===== config.mk =====
export PLATFORM = sky130hd
export DESIGN_NAME = periodic_wakeup_counter
export DESIGN_NICKNAME = d
export VERILOG_FILES = /design/src/periodic_wakeup_counter_pkg.sv /design/src/level_sync.sv /design/src/wakeup_prescaler.sv /design/src/periodic_wakeup_counter.sv
export SDC_FILE = /design/constraint.sdc
export NUM_CORES = 1
export LEC_CHECK = 0
export BUFFER_PORTS_ARGS = -buffer_cell sky130_fd_sc_hd__buf_2
export CELL_PAD_IN_SITES_DETAIL_PLACEMENT = 0
export CELL_PAD_IN_SITES_GLOBAL_PLACEMENT = 1
export CORE_MARGIN = 3
export CORE_UTILIZATION = 40
export CTS_CLUSTER_SIZE = 20
export DETAILED_ROUTE_END_ITERATION = 10
export PLACE_DENSITY_LB_ADDON = 0.1
export SLEW_MARGIN = 20
export SYNTH_ARGS = -nofsm -noshare
export SYNTH_HDL_FRONTEND = slang
export SYNTH_HIERARCHICAL = 1
export SYNTH_SLANG_ARGS = --single-unit

===== constraint.sdc =====
create_clock -name pclk -period 5.4 [get_ports pclk]
set_input_delay 0.54 -clock pclk [delete_from_list [all_inputs] [get_ports pclk]]
set_output_delay 0.54 -clock pclk [all_outputs]
set_load 0.005 [all_outputs]

===== src/periodic_wakeup_counter_pkg.sv =====
package periodic_wakeup_counter_pkg;

  // bus geometry
  localparam int unsigned ADDR_W = 12;
  localparam int unsigned DATA_W = 32;

  // register byte addresses
  localparam logic [ADDR_W-1:0] OFF_STATUS_CONTROL = 12'h000;
  localparam logic [ADDR_W-1:0] OFF_COUNTER_VALUE = 12'h004;
  localparam logic [ADDR_W-1:0] OFF_MATCH_LIMIT = 12'h008;
  localparam logic [ADDR_W-1:0] OFF_CLOCK_GATE = 12'h00c;

  // status/control and clock gate field positions
  localparam int unsigned FLAG_BIT = 7;
  localparam int unsigned SRC_HI = 6;
  localparam int unsigned SRC_LO = 5;
  localparam int unsigned IE_BIT = 4;
  localparam int unsigned PS_HI = 3;
  localparam int unsigned PS_LO = 0;
  localparam int unsigned GATE_BIT = 0;

  // reset values
  localparam logic [1:0] SRC_RST = 2'h0;
  localparam logic [3:0] PS_RST = 4'h0;
  localparam logic [7:0] LIMIT_RST = 8'h00;
  localparam logic [7:0] COUNT_RST = 8'h00;
  localparam logic GATE_RST = 1'h1;

  // source select codes; 1x is the internal reference clock
  localparam logic [1:0] SRC_LPO = 2'h0;
  localparam logic [1:0] SRC_EXT = 2'h1;
  localparam int unsigned SRC_IRC_BIT = 1;

  // prescaler
  localparam int unsigned DIV_W = 18;
  localparam logic [3:0] PS_OFF = 4'h0;

  // clock source inputs, one bit each
  localparam int unsigned NUM_SRC = 3;

  typedef struct packed {
    logic flag;
    logic [1:0] src;
    logic ie;
    logic [3:0] ps;
  } ctrl_s;

  typedef struct packed {
    logic wait_mode;
    logic light_stop_mode;
    logic deepest_stop_mode;
    logic debug_halt;
  } power_mode_s;

  localparam ctrl_s CTRL_RST = '{flag: 1'h0, src: SRC_RST, ie: 1'h0, ps: PS_RST};

endpackage : periodic_wakeup_counter_pkg


===== src/level_sync.sv =====
`timescale 1ns/10ps
`default_nettype none
module level_sync #(
  parameter int unsigned WIDTH = 1
) (
  // clock and reset
  input wire logic clk,
  input wire logic rst_n,
  // levels
  input wire logic [WIDTH-1:0] async_in,
  output logic [WIDTH-1:0] sync_out
);

  logic [WIDTH-1:0] meta_q;
  logic [WIDTH-1:0] sync_q;

  // first stage feeds only the second
  always_ff @(posedge clk or negedge rst_n) begin
    if (!rst_n) begin
      meta_q <= '0;
      sync_q <= '0;
    end else begin
      meta_q <= async_in;
      sync_q <= meta_q;
    end
  end

  assign sync_out = sync_q;

endmodule : level_sync
`default_nettype wire


===== src/wakeup_prescaler.sv =====
`timescale 1ns/10ps
`default_nettype none
module wakeup_prescaler (
  // clock and reset
  input wire logic pclk,
  input wire logic presetn,
  // control
  input wire logic src_tick,
  input wire logic clear,
  input wire logic hold,
  input wire logic [3:0] code,
  input wire logic binary_sel,
  // output
  output logic terminal_tick
);
  import periodic_wakeup_counter_pkg::*;

  logic [DIV_W-1:0] cnt_q;
  logic [DIV_W-1:0] cnt_d;
  logic term_q;
  logic term_d;
  logic [DIV_W-1:0] ratio;

  function automatic logic [DIV_W-1:0] divide_by(input logic [3:0] c, input logic sel);
    logic [DIV_W-1:0] r;
    r = 18'h00001;
    if (!sel) begin
      unique case (c)
        4'h1: r = 18'h00008;
        4'h2: r = 18'h00020;
        4'h3: r = 18'h00040;
        4'h4: r = 18'h00080;
        4'h5: r = 18'h00100;
        4'h6: r = 18'h00200;
        4'h7: r = 18'h00400;
        4'h8: r = 18'h00001;
        4'h9: r = 18'h00002;
        4'ha: r = 18'h00004;
        4'hb: r = 18'h0000a;
        4'hc: r = 18'h00010;
        4'hd: r = 18'h00064;
        4'he: r = 18'h001f4;
        4'hf: r = 18'h003e8;
        default: r = 18'h00001;
      endcase
    end else begin
      unique case (c)
        4'h1: r = 18'h00400;
        4'h2: r = 18'h00800;
        4'h3: r = 18'h01000;
        4'h4: r = 18'h02000;
        4'h5: r = 18'h04000;
        4'h6: r = 18'h08000;
        4'h7: r = 18'h10000;
        4'h8: r = 18'h003e8;
        4'h9: r = 18'h007d0;
        4'ha: r = 18'h01388;
        4'hb: r = 18'h02710;
        4'hc: r = 18'h04e20;
        4'hd: r = 18'h0c350;
        4'he: r = 18'h186a0;
        4'hf: r = 18'h30d40;
        default: r = 18'h00001;
      endcase
    end
    return r;
  endfunction : divide_by

  assign ratio = divide_by(code, binary_sel);

  always_comb begin
    cnt_d = cnt_q;
    term_d = 1'b0;
    if (clear) begin
      cnt_d = '0;
    end else if (code != PS_OFF && !hold && src_tick) begin
      if (cnt_q >= ratio - 18'h00001) begin
        cnt_d = '0;
        term_d = 1'b1;
      end else begin
        cnt_d = cnt_q + 18'h00001;
      end
    end
  end

  always_ff @(posedge pclk or negedge presetn) begin
    if (!presetn) begin
      cnt_q <= '0;
      term_q <= 1'b0;
    end else begin
      cnt_q <= cnt_d;
      term_q <= term_d;
    end
  end

  assign terminal_tick = term_q;

endmodule : wakeup_prescaler
`default_nettype wire


===== src/periodic_wakeup_counter.sv =====
// Contract
// - deepest stop: internal reference source is blocked
// - stop wakeup leaves all registers intact
// - bus clock gate resets set, clear blocks
// - counting and interrupt continue in wait
// - counting and wakeup continue in stops
// - debug halt freezes count and prescaler
// - flag sets on match, write-one clears
// - source select chooses prescaler input, resets 00
// - new source select clears prescaler and count
// - interrupt enable gates flag onto request
// - prescaler select zero stops counting
// - new prescaler select clears prescaler and count
// - decimal-style divide table with bit0 clear
// - binary-style divide table with bit0 set
// - eight-bit up-counter against eight-bit limit
// - match wraps count to zero, sets flag
// - any limit write clears prescaler and count
// - count register ignores writes
//
// Added by the designer: register access over APB and the address map.
`timescale 1ns/10ps
`default_nettype none
module periodic_wakeup_counter (
  // apb slave
  input wire logic pclk,
  input wire logic presetn,
  input wire logic psel,
  input wire logic penable,
  input wire logic pwrite,
  input wire logic [periodic_wakeup_counter_pkg::ADDR_W-1:0] paddr,
  input wire logic [periodic_wakeup_counter_pkg::DATA_W-1:0] pwdata,
  output logic [periodic_wakeup_counter_pkg::DATA_W-1:0] prdata,
  output logic pready,
  output logic pslverr,
  // counter clock sources, asynchronous to pclk
  input wire logic low_power_osc_clock,
  input wire logic external_ref_clock,
  input wire logic internal_ref_clock,
  // processor power and debug state
  input wire periodic_wakeup_counter_pkg::power_mode_s power_mode,
  // requests to the processor
  output logic match_irq,
  output logic wakeup_req
);
  import periodic_wakeup_counter_pkg::*;

  // register state
  ctrl_s ctrl_q;
  ctrl_s ctrl_d;
  logic [7:0] limit_q;
  logic [7:0] limit_d;
  logic [7:0] count_q;
  logic [7:0] count_d;
  logic gate_q;
  logic gate_d;
  logic [DATA_W-1:0] rdata_q;
  logic [DATA_W-1:0] rdata_d;

  // source edge detection
  logic [NUM_SRC-1:0] src_sync;
  logic [NUM_SRC-1:0] src_prev_q;
  logic [NUM_SRC-1:0] src_rise;
  logic src_tick;
  logic term_tick;

  // bus decode
  logic setup_phase;
  logic access_phase;
  logic hit_ctrl;
  logic hit_count;
  logic hit_limit;
  logic hit_gate;
  logic mapped;
  logic wr_ctrl;
  logic wr_limit;
  logic wr_gate;
  logic ctrl_change;
  logic counter_clear;
  logic halted;
  logic match_event;
  ctrl_s wr_fields;

  // clock sources pass two flops before the edge detector
  level_sync #(
    .WIDTH(NUM_SRC)
  ) u_src_sync (
    .clk(pclk),
    .rst_n(presetn),
    .async_in({internal_ref_clock, external_ref_clock, low_power_osc_clock}),
    .sync_out(src_sync)
  );

  assign src_rise = src_sync & ~src_prev_q;

  always_comb begin
    src_tick = 1'b0;
    if (ctrl_q.src[SRC_IRC_BIT]) begin
      // the internal reference is not kept alive in the deepest stop
      src_tick = src_rise[2] & ~power_mode.deepest_stop_mode;
    end else if (ctrl_q.src == SRC_EXT) begin
      src_tick = src_rise[1];
    end else begin
      src_tick = src_rise[0];
    end
  end

  always_ff @(posedge pclk or negedge presetn) begin
    if (!presetn) begin
      src_prev_q <= '0;
    end else begin
      src_prev_q <= src_sync;
    end
  end

  // apb decode, zero wait states
  assign setup_phase = psel & ~penable;
  assign access_phase = psel & penable;
  assign hit_ctrl = (paddr == OFF_STATUS_CONTROL);
  assign hit_count = (paddr == OFF_COUNTER_VALUE);
  assign hit_limit = (paddr == OFF_MATCH_LIMIT);
  assign hit_gate = (paddr == OFF_CLOCK_GATE);
  assign mapped = hit_ctrl | hit_count | hit_limit | hit_gate;
  assign pready = 1'b1;
  assign pslverr = access_phase & ~mapped;

  // with the bus clock gated off the counter registers see no access
  assign wr_ctrl = access_phase & pwrite & hit_ctrl & gate_q;
  assign wr_limit = access_phase & pwrite & hit_limit & gate_q;
  assign wr_gate = access_phase & pwrite & hit_gate;
  assign wr_fields = ctrl_s'(pwdata[7:0]);

  // only a changed value restarts the chain, rewriting the same code is harmless
  assign ctrl_change = wr_ctrl & ((wr_fields.src != ctrl_q.src) |
                                  (wr_fields.ps != ctrl_q.ps));
  assign counter_clear = ctrl_change | wr_limit;

  // debug halt freezes the chain; wait and stop modes do not
  assign halted = power_mode.debug_halt;

  wakeup_prescaler u_prescaler (
    .pclk(pclk),
    .presetn(presetn),
    .src_tick(src_tick),
    .clear(counter_clear),
    .hold(halted),
    .code(ctrl_q.ps),
    .binary_sel(ctrl_q.src[0]),
    .terminal_tick(term_tick)
  );

  assign match_event = term_tick & ~halted & ~counter_clear & (count_q == limit_q);

  // main count
  always_comb begin
    count_d = count_q;
    if (counter_clear) begin
      count_d = COUNT_RST;
    end else if (term_tick && !halted) begin
      if (count_q == limit_q) begin
        count_d = COUNT_RST;
      end else begin
        count_d = count_q + 8'h01;
      end
    end
  end

  // control, limit and gate registers
  always_comb begin
    ctrl_d = ctrl_q;
    limit_d = limit_q;
    gate_d = gate_q;
    if (wr_ctrl) begin
      ctrl_d.src = wr_fields.src;
      ctrl_d.ie = wr_fields.ie;
      ctrl_d.ps = wr_fields.ps;
      if (pwdata[FLAG_BIT]) begin
        ctrl_d.flag = 1'b0;
      end
    end
    // a match in the clearing cycle is kept
    if (match_event) begin
      ctrl_d.flag = 1'b1;
    end
    if (wr_limit) begin
      limit_d = pwdata[7:0];
    end
    if (wr_gate) begin
      gate_d = pwdata[GATE_BIT];
    end
  end

  // read data is captured in the setup cycle
  always_comb begin
    rdata_d = rdata_q;
    if (setup_phase && !pwrite) begin
      rdata_d = '0;
      if (hit_gate) begin
        rdata_d[GATE_BIT] = gate_q;
      end else if (gate_q) begin
        unique case (1'b1)
          hit_ctrl: rdata_d[7:0] = ctrl_q;
          hit_count: rdata_d[7:0] = count_q;
          hit_limit: rdata_d[7:0] = limit_q;
          default: rdata_d = '0;
        endcase
      end
    end
  end

  // only presetn touches these; stop wakeups leave them alone
  always_ff @(posedge pclk or negedge presetn) begin
    if (!presetn) begin
      ctrl_q <= CTRL_RST;
      limit_q <= LIMIT_RST;
      count_q <= COUNT_RST;
      gate_q <= GATE_RST;
      rdata_q <= '0;
    end else begin
      ctrl_q <= ctrl_d;
      limit_q <= limit_d;
      count_q <= count_d;
      gate_q <= gate_d;
      rdata_q <= rdata_d;
    end
  end

  assign prdata = rdata_q;

  // request level follows the sticky flag
  assign match_irq = ctrl_q.flag & ctrl_q.ie;
  assign wakeup_req = match_irq & (power_mode.wait_mode |
                                   power_mode.light_stop_mode |
                                   power_mode.deepest_stop_mode);

  // software must enable a source before selecting it; nothing here detects a dead one

endmodule : periodic_wakeup_counter
`default_nettype wire


---- Word-level counts from Yosys, hierarchy flattened ----
Memory sizes are Yosys's and may differ from the RTL's.
Cells that the tools add are included.
storage, ports and cells
  bits in registers ....................... 85
  bits in read-only memories .............. 432
  output and inout port bits .............. 36
  memories ................................ 2
memories
  name             words  bits a word  rd ports  clocked after memory_dff  wr ports  RTL line                RTL
  (no name shown)  16     16           1         0                         0         wakeup_prescaler.sv:47  unique case (c)
  (no name shown)  16     11           1         0                         0         wakeup_prescaler.sv:28  unique case (c)
cells by class
  add/subtract/negate cells ............... 3
  magnitude comparators ................... 1
  equality and inequality tests ........... 7
  mux-type cells .......................... 19
  bitwise operators ....................... 30
  reductions and logical operators ........ 13
operator list
  kind                                                                    count
  18-bit 2-to-1 mux                                                       4
  8-bit 2-to-1 mux                                                        5
  31-bit 2-to-1 mux                                                       1
  12-bit by 4-bit equality test with 1-bit output, second input constant  2
  8-bit case mux with 3 select lines                                      1
  18-bit by 1-bit adder with 18-bit output, second input constant         1
  18-bit greater-or-equal comparator                                      1
  18-bit by 1-bit subtractor with 18-bit output, second input constant    1
  1-bit bitwise AND                                                       16
  12-bit by 3-bit equality test with 1-bit output, second input constant  1
  12-bit zero test                                                        1
  8-bit by 1-bit adder with 8-bit output, second input constant           1
  8-bit equality test                                                     1
  1-bit 2-to-1 mux                                                        8
  2-bit nonzero test                                                      4
  1-bit OR                                                                7
  1-bit inverter                                                          5
  1-bit logical AND                                                       4
  4-bit != test                                                           1
  4-bit nonzero test                                                      1
  3-bit bitwise AND                                                       1
  3-bit inverter                                                          1
  2-bit by 1-bit equality test with 1-bit output, second input constant   1
  1-bit zero test                                                         2
  2 further kinds                                                         2

---- Logic depth before layout (Yosys ltp) ----
Gate-level depths: netlist (run 1).
  depth in word-level cells ............... 11
  mapped depth ............................ 17
  depth with buffers taken out ............ 15

---- By module ----
The synthesis (run 1) kept the hierarchy.
by module, submodules not included
  module                   times used  cells an instance  area each (um2)  seq. area each (um2)
  wakeup_prescaler         1           291                2348.5           475.5
  periodic_wakeup_counter  1           197                2050.7           902.1
  level_sync               1           6                  150.1            150.1

---- Worst setup path after synthesis (run 1) ----
OpenSTA, ideal clock, no wires.
  kind .................................... reg-to-reg
  start point ............................. reg ctrl_q[0] (netlist name)
  end point ............................... reg u_prescaler.cnt_q[11]
  setup time .............................. 0.121 ns
  data arrival time ....................... 4.383 ns
  slack ................................... 0.896 ns
  stages on the path, launching flop included .. 17
  buffers on the path ..................... 2
  cell sequence ........................... dfrtp_1 -> buf_6 -> inv_1 -> ha_1 -> and3b_1 -> o21ai_0 -> or4b_4 -> or4_4 -> o31ai_2 -> o211ai_1 -> ha_1 -> nand4_1 -> nor4_1 -> a211oi_1 -> clkbuf_1 -> a31o_2 -> a22o_1
between the ends
  cells in the longest elaborated chain, start to end .. 7
  elaborated cells between the ends (all ways) .. 16
RTL lines
  element                                                             RTL line                        RTL
  start, declared                                                     periodic_wakeup_counter.sv:49   ctrl_s ctrl_q;
  start signal, assigned                                              periodic_wakeup_counter.sv:220  ctrl_q <= ctrl_d;
  memory read 16 x 11 bit or memory read 16 x 16 bit (tied branches)  -
  18-bit 2-to-1 mux                                                   wakeup_prescaler.sv:27          if (!sel) begin
  18-bit by 1-bit subtractor with 18-bit output                       wakeup_prescaler.sv:77          if (cnt_q >= ratio - 18'h00001) begin
  18-bit greater-or-equal comparator                                  wakeup_prescaler.sv:77
  18-bit 2-to-1 mux                                                   wakeup_prescaler.sv:77
  18-bit 2-to-1 mux                                                   wakeup_prescaler.sv:76          end else if (code != PS_OFF && !hold && src_tick) begin
  18-bit 2-to-1 mux                                                   wakeup_prescaler.sv:74          if (clear) begin
  end signal, assigned                                                wakeup_prescaler.sv:91          cnt_q <= cnt_d;
  end, declared                                                       wakeup_prescaler.sv:18          logic [DIV_W-1:0] cnt_q;
Several ways; a longest one is shown, not always the timed one. The select of a mux whose other input is x is not followed.
A chain may end at the register's enable or synchronous reset.

---- Worst setup path after layout (run 1) ----
  start point ............................. reg ctrl_q[1] (netlist name)
  end point ............................... reg u_prescaler.cnt_q[11]
Same word-level chain as after synthesis.

==> impl_metrics.json, run 1 <==
{
  "mostFrequentLayoutCells": "dfrtp_1, nand2_1, buf_2, nor2_1, ha_1",
  "p_leak_nw": 2.37,
  "cts_tree": "built",
  "finalCritPeriodShare_pct": 84.0,
  "crit_type": "reg2reg",
  "grt_max_degree": 62,
  "yosys_warnings": 6,
  "num_rows": 38,
  "ios": 92,
  "final_nets": 623,
  "initial_core_util_pct": 41.4,
  "worstSetupEndpointType": "flip-flop",
  "crit_family": "simple AND/OR/NAND/NOR gates",
  "worstRegToRegCells": 16,
  "ctsRootBufferMaster": "clkbuf_16",
  "slowest_stage": "or4b_4",
  "drv_cap": 0,
  "wl_met1_um": 5630,
  "tns_ns": 0,
  "drive_above_1_share_pct": 20.6,
  "crit_fanout": 11,
  "area_growth_pct": 12.3,
  "cts_buffer_depth": 2,
  "cts.sink_count": 61,
  "fmax_mhz": 220,
  "place_inst": 669,
  "internal-power_mw": 0.832,
  "antenna_found_initial": 0,
  "fp.dieW_um": 113,
  "hpwl_um": 8370,
  "yosys-top-cells-area": "dfrtp_1, ha_1, mux2_2",
  "grt_pass1_wl_um": 19100,
  "antenna_left": 0,
  "finalHoldViolCount": 0,
  "outcome": "completed",
  "combPwrFrac_pct": 3.7,
  "synth_edf_count": 0,
  "seqCellArea_sq_um": 1530,
  "yosys.area.top_type": "dfrtp_1",
  "synthDominantCellAreaShare_pct": 33.0,
  "slew_headroom_pct": 28.3,
  "grt_pass1_vias": 3718,
  "critPathBufInv": 3,
  "slew_violations": 0,
  "ys_seq_elements": 61,
  "fillers": 1098,
  "diodes": 0,
  "worstHoldPathCells": 1,
  "seq_area_frac_synth_pct": 33.6,
  "htree_levels": 3,
  "switching_share_pct": 23.2,
  "fin_cells": 685,
  "drt-pass1-iter-count": 4,
  "rsz0062_at_grt": "no",
  "fp.dieArea_sq_um": 12700,
  "wl_met2_um": 5090,
  "gr-total-overflow": 0,
  "regToRegStartpoint": "ctrl_q[1]",
  "clk-insertion-delay-late_ns": 0.33,
  "ctsResizeCount": 0,
  "syn_area_sq_um": 4550,
  "fin_crit_ns": 4.54,
  "cp_common_cell": "buf_4",
  "io_buffers": 42,
  "clockPowerShare_pct": 53.7,
  "hold_buffers": 0,
  "start_kind": "flip-flop",
  "synth_ff_type": "dfrtp_1",
  "gp_congestion": 0.824,
  "routedWlPerCell_um": 16.5,
  "die_y_um": 113,
  "syn_area_per_cell_sq_um": 9.21,
  "critical-path-max-stage-delay_ns": 0.54,
  "layout_commonest_cell": "dfrtp_1",
  "drc": 0,
  "multi_input_area_sq_um": 2740,
  "dr_total_vias": 3714,
  "min_from": "internal_ref_clock",
  "clk_pin_slew_ns": 0.06,
  "grt.total_usage_pct": 18.6,
  "vdd_ir_drop_max_uv": 147,
  "hold_path_end": "u_src_sync/meta_q[2]",
  "cts_setup_buffers": 0,
  "p_sw_mw": 0.251,
  "p_per_area_nw_per_um2": 212,
  "worst_pin_slew_ns": 1.07,
  "drt_iter0_drc": 155,
  "fin_skew_ns": 0.00757,
  "hold_path_class": "in2reg",
  "setup_viol": 0,
  "r2r_slack_ns": 0.86,
  "vias_per_cell": 5.42,
  "critPathRequiredTime_ns": 5.62,
  "async_reset_ff_share_pct": 100,
  "wl_um": 11300,
  "core_sq_um": 11000,
  "met3_length_um": 484,
  "syn-instance-count": 494,
  "top_layer": "met4",
  "power_frac_seq_pct": 42.6,
  "cts-buffers-inserted": 9,
  "critPathArrivalTime_ns": 4.76,
  "synth_cell_types": 72,
  "r2r-end": "u_prescaler/cnt_q[11]",
  "fin_util_pct": 46.5,
  "path_cells": "buf_4, ha_1, nor3b_1, o21ai_0, or4b_4, or4_4, o31ai_2, o211ai_1, ha_1, nand4_1, nor4_1, buf_4, a211oi_1, buf_4, a31o_2, a22o_1"
}
## area by class of cell
type / instances / share of cell area [%]
multi-input cells: 395 / 53.6
repair buffers: 53 / 5.73
inverters: 20 / 1.47
well taps: 140 / 3.43
clock inverters: 7 / 1.47
flip-flops and latches: 61 / 29.9
clock buffers: 9 / 4.41
## kinds of logic after synthesis
family | share of synthesized area, %
and+or+nand+nor | 21.0
adders and majority gates | 7.43
DFF | 33.6
buffers and inverters | 8.17
muxes | 7.10
xor gates and xnor gates | 6.16
other | 0.165
AOI/OAI and AO/OA | 16.4
## per-stage QoR
stage | setup slack [ns] | power (mW) | instance area, sq um | hold WS (ns)
after floorplan | 0.896 | 0.497 | 4640 | 0.244
after global placement | 0.861 | 0.511 | 4810 | 0.334
after detailed placement | 0.877 | 0.511 | 4810 | 0.343
after CTS | 0.833 | 1.10 | 5110 | 0.298
after global routing | 0.580 | 1.13 | 5110 | 0.295
final | 0.864 | 1.08 | 5110 | 0.312
## sequential cells by signal, indices dropped and copies added, names as in the netlist
name and cells:
limit_q 8, count_q 8, u_prescaler/terminal_tick 1, src_prev_q 3
prdata 8, u_src_sync/sync_out 3, u_src_sync/meta_q 3, gate_q 1
u_prescaler/cnt_q 18, ctrl_q 8
## layer usage
metal / up-vias / track usage, %
li1: 1847 / -
met1: 1782 / 26.6
met2: 77 / 28.9
met3: 8 / 3.61
met4: 0 / 4.57
met5: - / 0
## power groups by stage
stage / clock network [mW] / registers (mW) / logic (mW)
floorplan: 0 / 0.470 / 0.0275
global placement: 0 / 0.470 / 0.0407
detailed placement: 0 / 0.470 / 0.0412
CTS: 0.595 / 0.462 / 0.0415
global route: 0.619 / 0.462 / 0.0464
finish: 0.581 / 0.462 / 0.0403
## synthesized netlist by cell type, drive strengths merged, types with 4 or more instances
cell and count:
dfrtp 60, nand2 47, buf 35, nor2 31
ha 27, a21oi 26, inv 20, o21ai 19
mux2 18, nand3 18, xor2 18, xnor2 14
a22o 12, mux2i 12, nor4 11, o22ai 11
a31oi 10, nand4 10, nand2b 8, nor3 7
a211oi 6, clkbuf 6, and3 5, nand3b 5
a31o 4, and4 4, nor2b 4, o31a 4
or2 4
## worst max path at each step
stage	startpoint	to	slack, ns	cells after the start
3_3_place_gp	ctrl_q[1]	u_prescaler/cnt_q[7]	0.86	16
6_report	ctrl_q[1]	u_prescaler/cnt_q[11]	0.86	16
4_1_cts	ctrl_q[1]	u_prescaler/cnt_q[11]	0.83	16
2_1_floorplan	ctrl_q[0]	u_prescaler/cnt_q[11]	0.90	16
3_5_place_dp	ctrl_q[1]	u_prescaler/cnt_q[11]	0.88	16
5_1_grt	ctrl_q[1]	u_prescaler/cnt_q[7]	0.58	16
Note: power is estimated with default switching activity, not from simulation.
==> inputs of run 2 (changes only) <==
- ABC_AREA: default -> 1
- CORE_UTILIZATION: 40 -> 37
- clock period: 5.4 -> 4.1 ns (I/O delays scaled with it)
==> run 2 against run 1 <==
Sequential power grew 42%. Register-to-register slack lost 0.41 ns. Clock skew grew 0.0043 ns. Clock power grew 23%. Critical path depth grew 4. Synthesized area grew 11%. Combinational power grew to 3.9 times the previous value. Final cell count grew 39%. Core utilization shrank 4.2 points. Routed wire length grew 12%.
==> impl_metrics.json, run 2 <==
{
  "rsz0062_at_grt": "no",
  "grt_pass1_wl_um": 21500,
  "start_kind": "flip-flop",
  "slowest_stage": "dfrtp_1",
  "drt_iter0_drc": 254,
  "cts_tree": "built",
  "worst_pin_slew_ns": 0.864,
  "synth_cell_types": 39,
  "num_rows": 42,
  "dr_total_vias": 4580,
  "diodes": 0,
  "outcome": "completed",
  "async_reset_ff_share_pct": 100,
  "fmax_mhz": 274,
  "cts-buffers-inserted": 9,
  "syn_area_sq_um": 5070,
  "tns_ns": 0,
  "syn-instance-count": 730,
  "slew_headroom_pct": 42.4,
  "fp.dieW_um": 123,
  "crit_type": "reg2reg",
  "htree_levels": 3,
  "die_y_um": 123,
  "drive_above_1_share_pct": 16.5,
  "wl_met2_um": 5400,
  "worstSetupEndpointType": "flip-flop",
  "cts_setup_buffers": 0,
  "wl_um": 12700,
  "synth_ff_type": "dfrtp_1",
  "drc": 0,
  "hpwl_um": 10000,
  "grt.total_usage_pct": 18.0,
  "finalHoldViolCount": 0,
  "synth_common_cells": "nand2_1, inv_1, nor2_1",
  "mostFrequentLayoutCells": "nand2_1, inv_1, nor2_1, dfrtp_1, nand3_1",
  "io_buffers": 42,
  "cts_buffer_depth": 2,
  "initial_core_util_pct": 38.1,
  "synthDominantCellAreaShare_pct": 29.6,
  "final_nets": 857,
  "p_per_area_nw_per_um2": 272,
  "seq_area_frac_synth_pct": 30.2,
  "vias_per_cell": 4.80,
  "setup_viol": 0,
  "antenna_left": 0,
  "gp_congestion": 0.829,
  "finalCritPeriodShare_pct": 89.0,
  "top_layer": "met4",
  "wl_met1_um": 6620,
  "yosys-top-cells-area": "dfrtp_1, nand2_1, ha_1",
  "vdd_ir_drop_max_uv": 282,
  "hold_path_class": "in2reg",
  "core_sq_um": 13300,
  "grt_max_degree": 38,
  "met3_length_um": 515,
  "routedWlPerCell_um": 13.3,
  "slew_violations": 0,
  "layout_commonest_cell": "nand2_1",
  "ios": 92,
  "synth_edf_count": 0,
  "syn_area_per_cell_sq_um": 6.94,
  "critical-path-max-stage-delay_ns": 0.51,
  "fin_crit_ns": 3.65,
  "clk_pin_slew_ns": 0.05,
  "critPathBufInv": 3,
  "path_cells": "inv_1, ha_1, nand3_1, ha_1, nand4_1, nor2_1, nand3_1, nand2_1, nand2_1, ha_1, nand2_1, nor2_1, inv_1, a21oi_1, nor2_1, nand3_1, nor2_1, nor2_1, buf_4, nor2_1",
  "yosys.area.top_type": "dfrtp_1",
  "drt-pass1-iter-count": 4,
  "crit_family": "simple AND/OR/NAND/NOR gates",
  "largest_register_ffs": 18,
  "synthMostInstantiatedCell": "nand2_1",
  "gr-total-overflow": 0,
  "critPathArrivalTime_ns": 3.86,
  "total_power_mw": 1.53,
  "ctsRootBufferMaster": "clkbuf_16",
  "fin_skew_ns": 0.0119,
  "critPathRequiredTime_ns": 4.31,
  "grt_pass1_vias": 4344,
  "ys_seq_elements": 61,
  "drv_cap": 0,
  "cp_common_cell": "nor2_1",
  "cts.sink_count": 61,
  "top_register": "u_prescaler/cnt_q",
  "area_growth_pct": 11.0,
  "antenna_found_initial": 0,
  "p_leak_nw": 3.13,
  "clk-insertion-delay-late_ns": 0.33,
  "hold_slack_ns": 0.181,
  "fp.dieArea_sq_um": 15100,
  "crit_fanout": 9,
  "yosys_warnings": 6
}
==> run 2: final timing paths <==
path                                                to  slack [ns]                 start  depth (start not counted)
worst max-delay path              u_prescaler/cnt_q[5]        0.45             ctrl_q[1]                         20
worst min-delay path              u_src_sync/meta_q[2]        0.18    internal_ref_clock                          1
worst max register to register    u_prescaler/cnt_q[5]        0.45             ctrl_q[1]                         20
worst min register to register  u_src_sync/sync_out[1]        0.35  u_src_sync/meta_q[1]                          0
max in group asynchronous                       gate_q        2.98               presetn                          2
min in group asynchronous        u_prescaler/cnt_q[12]        0.19               presetn                          1
==> run 2: report_power, final <==
group          total (mW)  switching, mW  internal [mW]  leakage [nW]
sequential          0.658         0.0305          0.627         0.754
combinational       0.156         0.0977         0.0585          2.24
clock               0.713          0.259          0.454         0.139
==> run 2: routing by layer <==
| metal | global-route usage [%] | up-vias |
|---|---|---|
| met5 | 0 | - |
| met4 | 5.12 | 0 |
| met3 | 3.06 | 15 |
| met2 | 26.9 | 85 |
| met1 | 26.8 | 2114 |
| li1 | - | 2366 |
==> run 2: logic make-up (layout without fill, tap and decap cells) <==
family / count (synthesis) / in the layout / synth area share (%)
simple gates: 432 / 432 / 39.4
buf+inv: 126 / 151 / 12.2
flops: 61 / 61 / 30.2
compound gates: 56 / 56 / 6.97
fa+ha+maj: 27 / 27 / 6.67
xor+xnor: 26 / 26 / 4.49
other cells: 2 / 25 / 0.148
==> run 2: layout make-up <==
class                           count  area [sq um]
Multi-Input combinational cell    566          3010
Clock inverter                      1          5.00
Fill cell                        1421          7670
Sequential cell                    61          1530
Clock buffer                       14           274
Inverter                           88           330
Timing Repair Buffer               48           255
Tap cell                          176           220
==> run 2: worst reg2reg max path, stage by stage (launching register included) <==
cell	delay, ns
dfrtp_1	0.51
inv_1	0.17
ha_1	0.28
nand3_1	0.18
ha_1	0.23
nand4_1	0.10
nor2_1	0.37
nand3_1	0.15
nand2_1	0.08
nand2_1	0.10
ha_1	0.28
nand2_1	0.04
nor2_1	0.21
inv_1	0.07
a21oi_1	0.16
nor2_1	0.09
nand3_1	0.15
nor2_1	0.06
nor2_1	0.09
buf_4	0.17
nor2_1	0.05
==> run 2: metrics by stage <==
| stage | setup WS (ns) | utilization, % | std cells | instance area, sq um |
|---|---|---|---|---|
| 2_1_floorplan | 0.967 | - | 753 | 5150 |
| 3_3_place_gp | 0.464 | 40.2 | 939 | 5340 |
| 3_5_place_dp | 0.435 | 40.2 | 939 | 5340 |
| 4_1_cts | 0.421 | 42.3 | 954 | 5620 |
| 5_1_grt | 0.00183 | 42.3 | 954 | 5620 |
| 6_report | 0.453 | 42.3 | 954 | 5620 |
==> run 2: repair_timing <==
action | in CTS | in global routing
setup endpoints to repair | 0 | 8
hold buffers | 0 | 0
resized for setup | 0 | 1
==> inputs of run 3 (changes only) <==
- CTS_BUF_LIST: default -> sky130_fd_sc_hd__clkbuf_8
==> run 3 against run 2 <==
First-iteration DRC count rose by 5.1%. Clock skew rose by 0.0044 ns. Largest power group is now registers. Cell area fell by 1.8%.
==> impl_metrics.json, run 3 (same netlist as run 2, synthesis figures left out) <==
{
  "outcome": "completed",
  "place_area_sq_um": 5340,
  "fmax_mhz": 281,
  "grt_max_degree": 38,
  "hold_path_class": "in2reg",
  "finalHoldViolCount": 0,
  "setup_viol": 0,
  "cts-buffers-inserted": 9,
  "critical_path_depth": 22,
  "slew_headroom_pct": 42.8,
  "p_per_area_nw_per_um2": 237,
  "fin_skew_ns": 0.0163,
  "fp.dieW_um": 123,
  "crit_type": "reg2reg",
  "hold_path_end": "u_src_sync/meta_q[2]",
  "ctsRootBufferMaster": "clkbuf_8",
  "hpwl_um": 10000,
  "worstRegToRegCells": 22,
  "clk_pin_slew_ns": 0.07,
  "critPathRequiredTime_ns": 4.33,
  "layout_commonest_cell": "nand2_1",
  "core_sq_um": 13300,
  "area_growth_pct": 9.04,
  "worst_pin_slew_ns": 0.858,
  "regToRegStartpoint": "ctrl_q[1]",
  "start_kind": "flip-flop",
  "vdd_ir_drop_max_uv": 188,
  "num_rows": 42,
  "gr-total-overflow": 0,
  "path_cells": "inv_1, ha_1, nand3_1, ha_1, nand2_1, nor2_1, nand2_1, nor2_2, nand2_1, nand2_1, nand2_1, ha_1, nand2_1, nor2_1, inv_1, a21oi_1, nor2_1, nand3_1, nor2_1, nor2_1, buf_4, nor2_1",
  "total_power_mw": 1.31,
  "largest_register_ffs": 18,
  "gp_congestion": 0.829,
  "wl_um": 12800,
  "crit_family": "simple AND/OR/NAND/NOR gates",
  "critical-path-max-stage-delay_ns": 0.52,
  "cts_buffer_depth": 2,
  "final_nets": 857,
  "worstSetupEndpointType": "flip-flop",
  "top_register": "u_prescaler/cnt_q",
  "antenna_left": 0,
  "min_from": "internal_ref_clock",
  "p_leak_nw": 3.10,
  "r2r_slack_ns": 0.54,
  "hold_buffers": 0,
  "r2r-end": "u_prescaler/cnt_q[5]",
  "tns_ns": 0,
  "ios": 92,
  "cts.sink_count": 61,
  "dr_total_vias": 4577,
  "rsz0062_at_grt": "no",
  "drive_above_1_share_pct": 16.6,
  "fin_cells": 954,
  "mostFrequentLayoutCells": "nand2_1, inv_1, nor2_1, dfrtp_1, nand3_1",
  "grt_pass1_wl_um": 21600,
  "critPathArrivalTime_ns": 3.79,
  "seqCellArea_sq_um": 1530,
  "fillers": 1437,
  "critPathBufInv": 3,
  "antenna_found_initial": 0,
  "clk-insertion-delay-late_ns": 0.36,
  "multi_input_area_sq_um": 3010,
  "dp_slack_ns": 0.435,
  "stdcell_area_sq_um": 5520,
  "die_y_um": 123,
  "fin_crit_ns": 3.56,
  "slew_violations": 0,
  "drt-pass1-iter-count": 4,
  "crit_fanout": 9,
  "routedWlPerCell_um": 13.4,
  "grt_pass1_vias": 4351,
  "htree_levels": 3,
  "drv_cap": 0,
  "drc": 0,
  "fin_ws_ns": 0.540,
  "cts_tree": "built",
  "place_inst": 939,
  "grt.total_usage_pct": 18.1,
  "initial_core_util_pct": 38.1,
  "drt_iter0_drc": 267,
  "worstHoldPathCells": 1,
  "vias_per_cell": 4.80,
  "finalCritPeriodShare_pct": 86.8,
  "diodes": 0,
  "io_buffers": 42,
  "fp.dieArea_sq_um": 15100,
  "slowest_stage": "dfrtp_1"
}
-- run 3: stage by stage --
stage | hold WS [ns] | util, %
after CTS | 0.138 | 41.5
after global routing | 0.137 | 41.5
after detailed placement | 0.336 | 40.2
after global placement | 0.333 | 40.2
final | 0.157 | 41.5
after floorplan | 0.114 | -
-- run 3: area by class of cell --
class / instances / area share, %
multi-input combinational: 566 / 54.5
clock inverter: 3 / 0.227
inverter: 88 / 5.98
clock buffer: 12 / 2.99
sequential: 61 / 27.7
timing repair buffer: 48 / 4.62
tap: 176 / 3.99
-- run 3: worst max path at each step --
stage               startpoint                    end  slack [ns]
floorplan            ctrl_q[0]  u_prescaler/cnt_q[10]        0.97
global placement     ctrl_q[2]  u_prescaler/cnt_q[13]        0.46
detailed placement   ctrl_q[2]   u_prescaler/cnt_q[5]        0.43
CTS                  ctrl_q[2]   u_prescaler/cnt_q[5]        0.42
global route         ctrl_q[1]   u_prescaler/cnt_q[5]        0.08
finish               ctrl_q[1]   u_prescaler/cnt_q[5]        0.54
-- run 3: what timing repair did --
item	4_1_cts	5_1_grt
resized for setup	0	2
buffers inserted	0	0
setup endpoints to repair	0	8
-- run 3: routing by layer --
layer	vias to the layer above	routed length, um	track usage (%)
li1	2364	-	-
met1	2103	6710	27.0
met2	95	5350	26.9
met3	15	537	3.34
met4	0	189	4.91
met5	-	0	0
-- run 3: where the power goes --
group	switching, mW	internal [mW]	total (mW)
registers	0.0302	0.626	0.656
logic	0.0982	0.0588	0.157
clock network	0.238	0.260	0.498
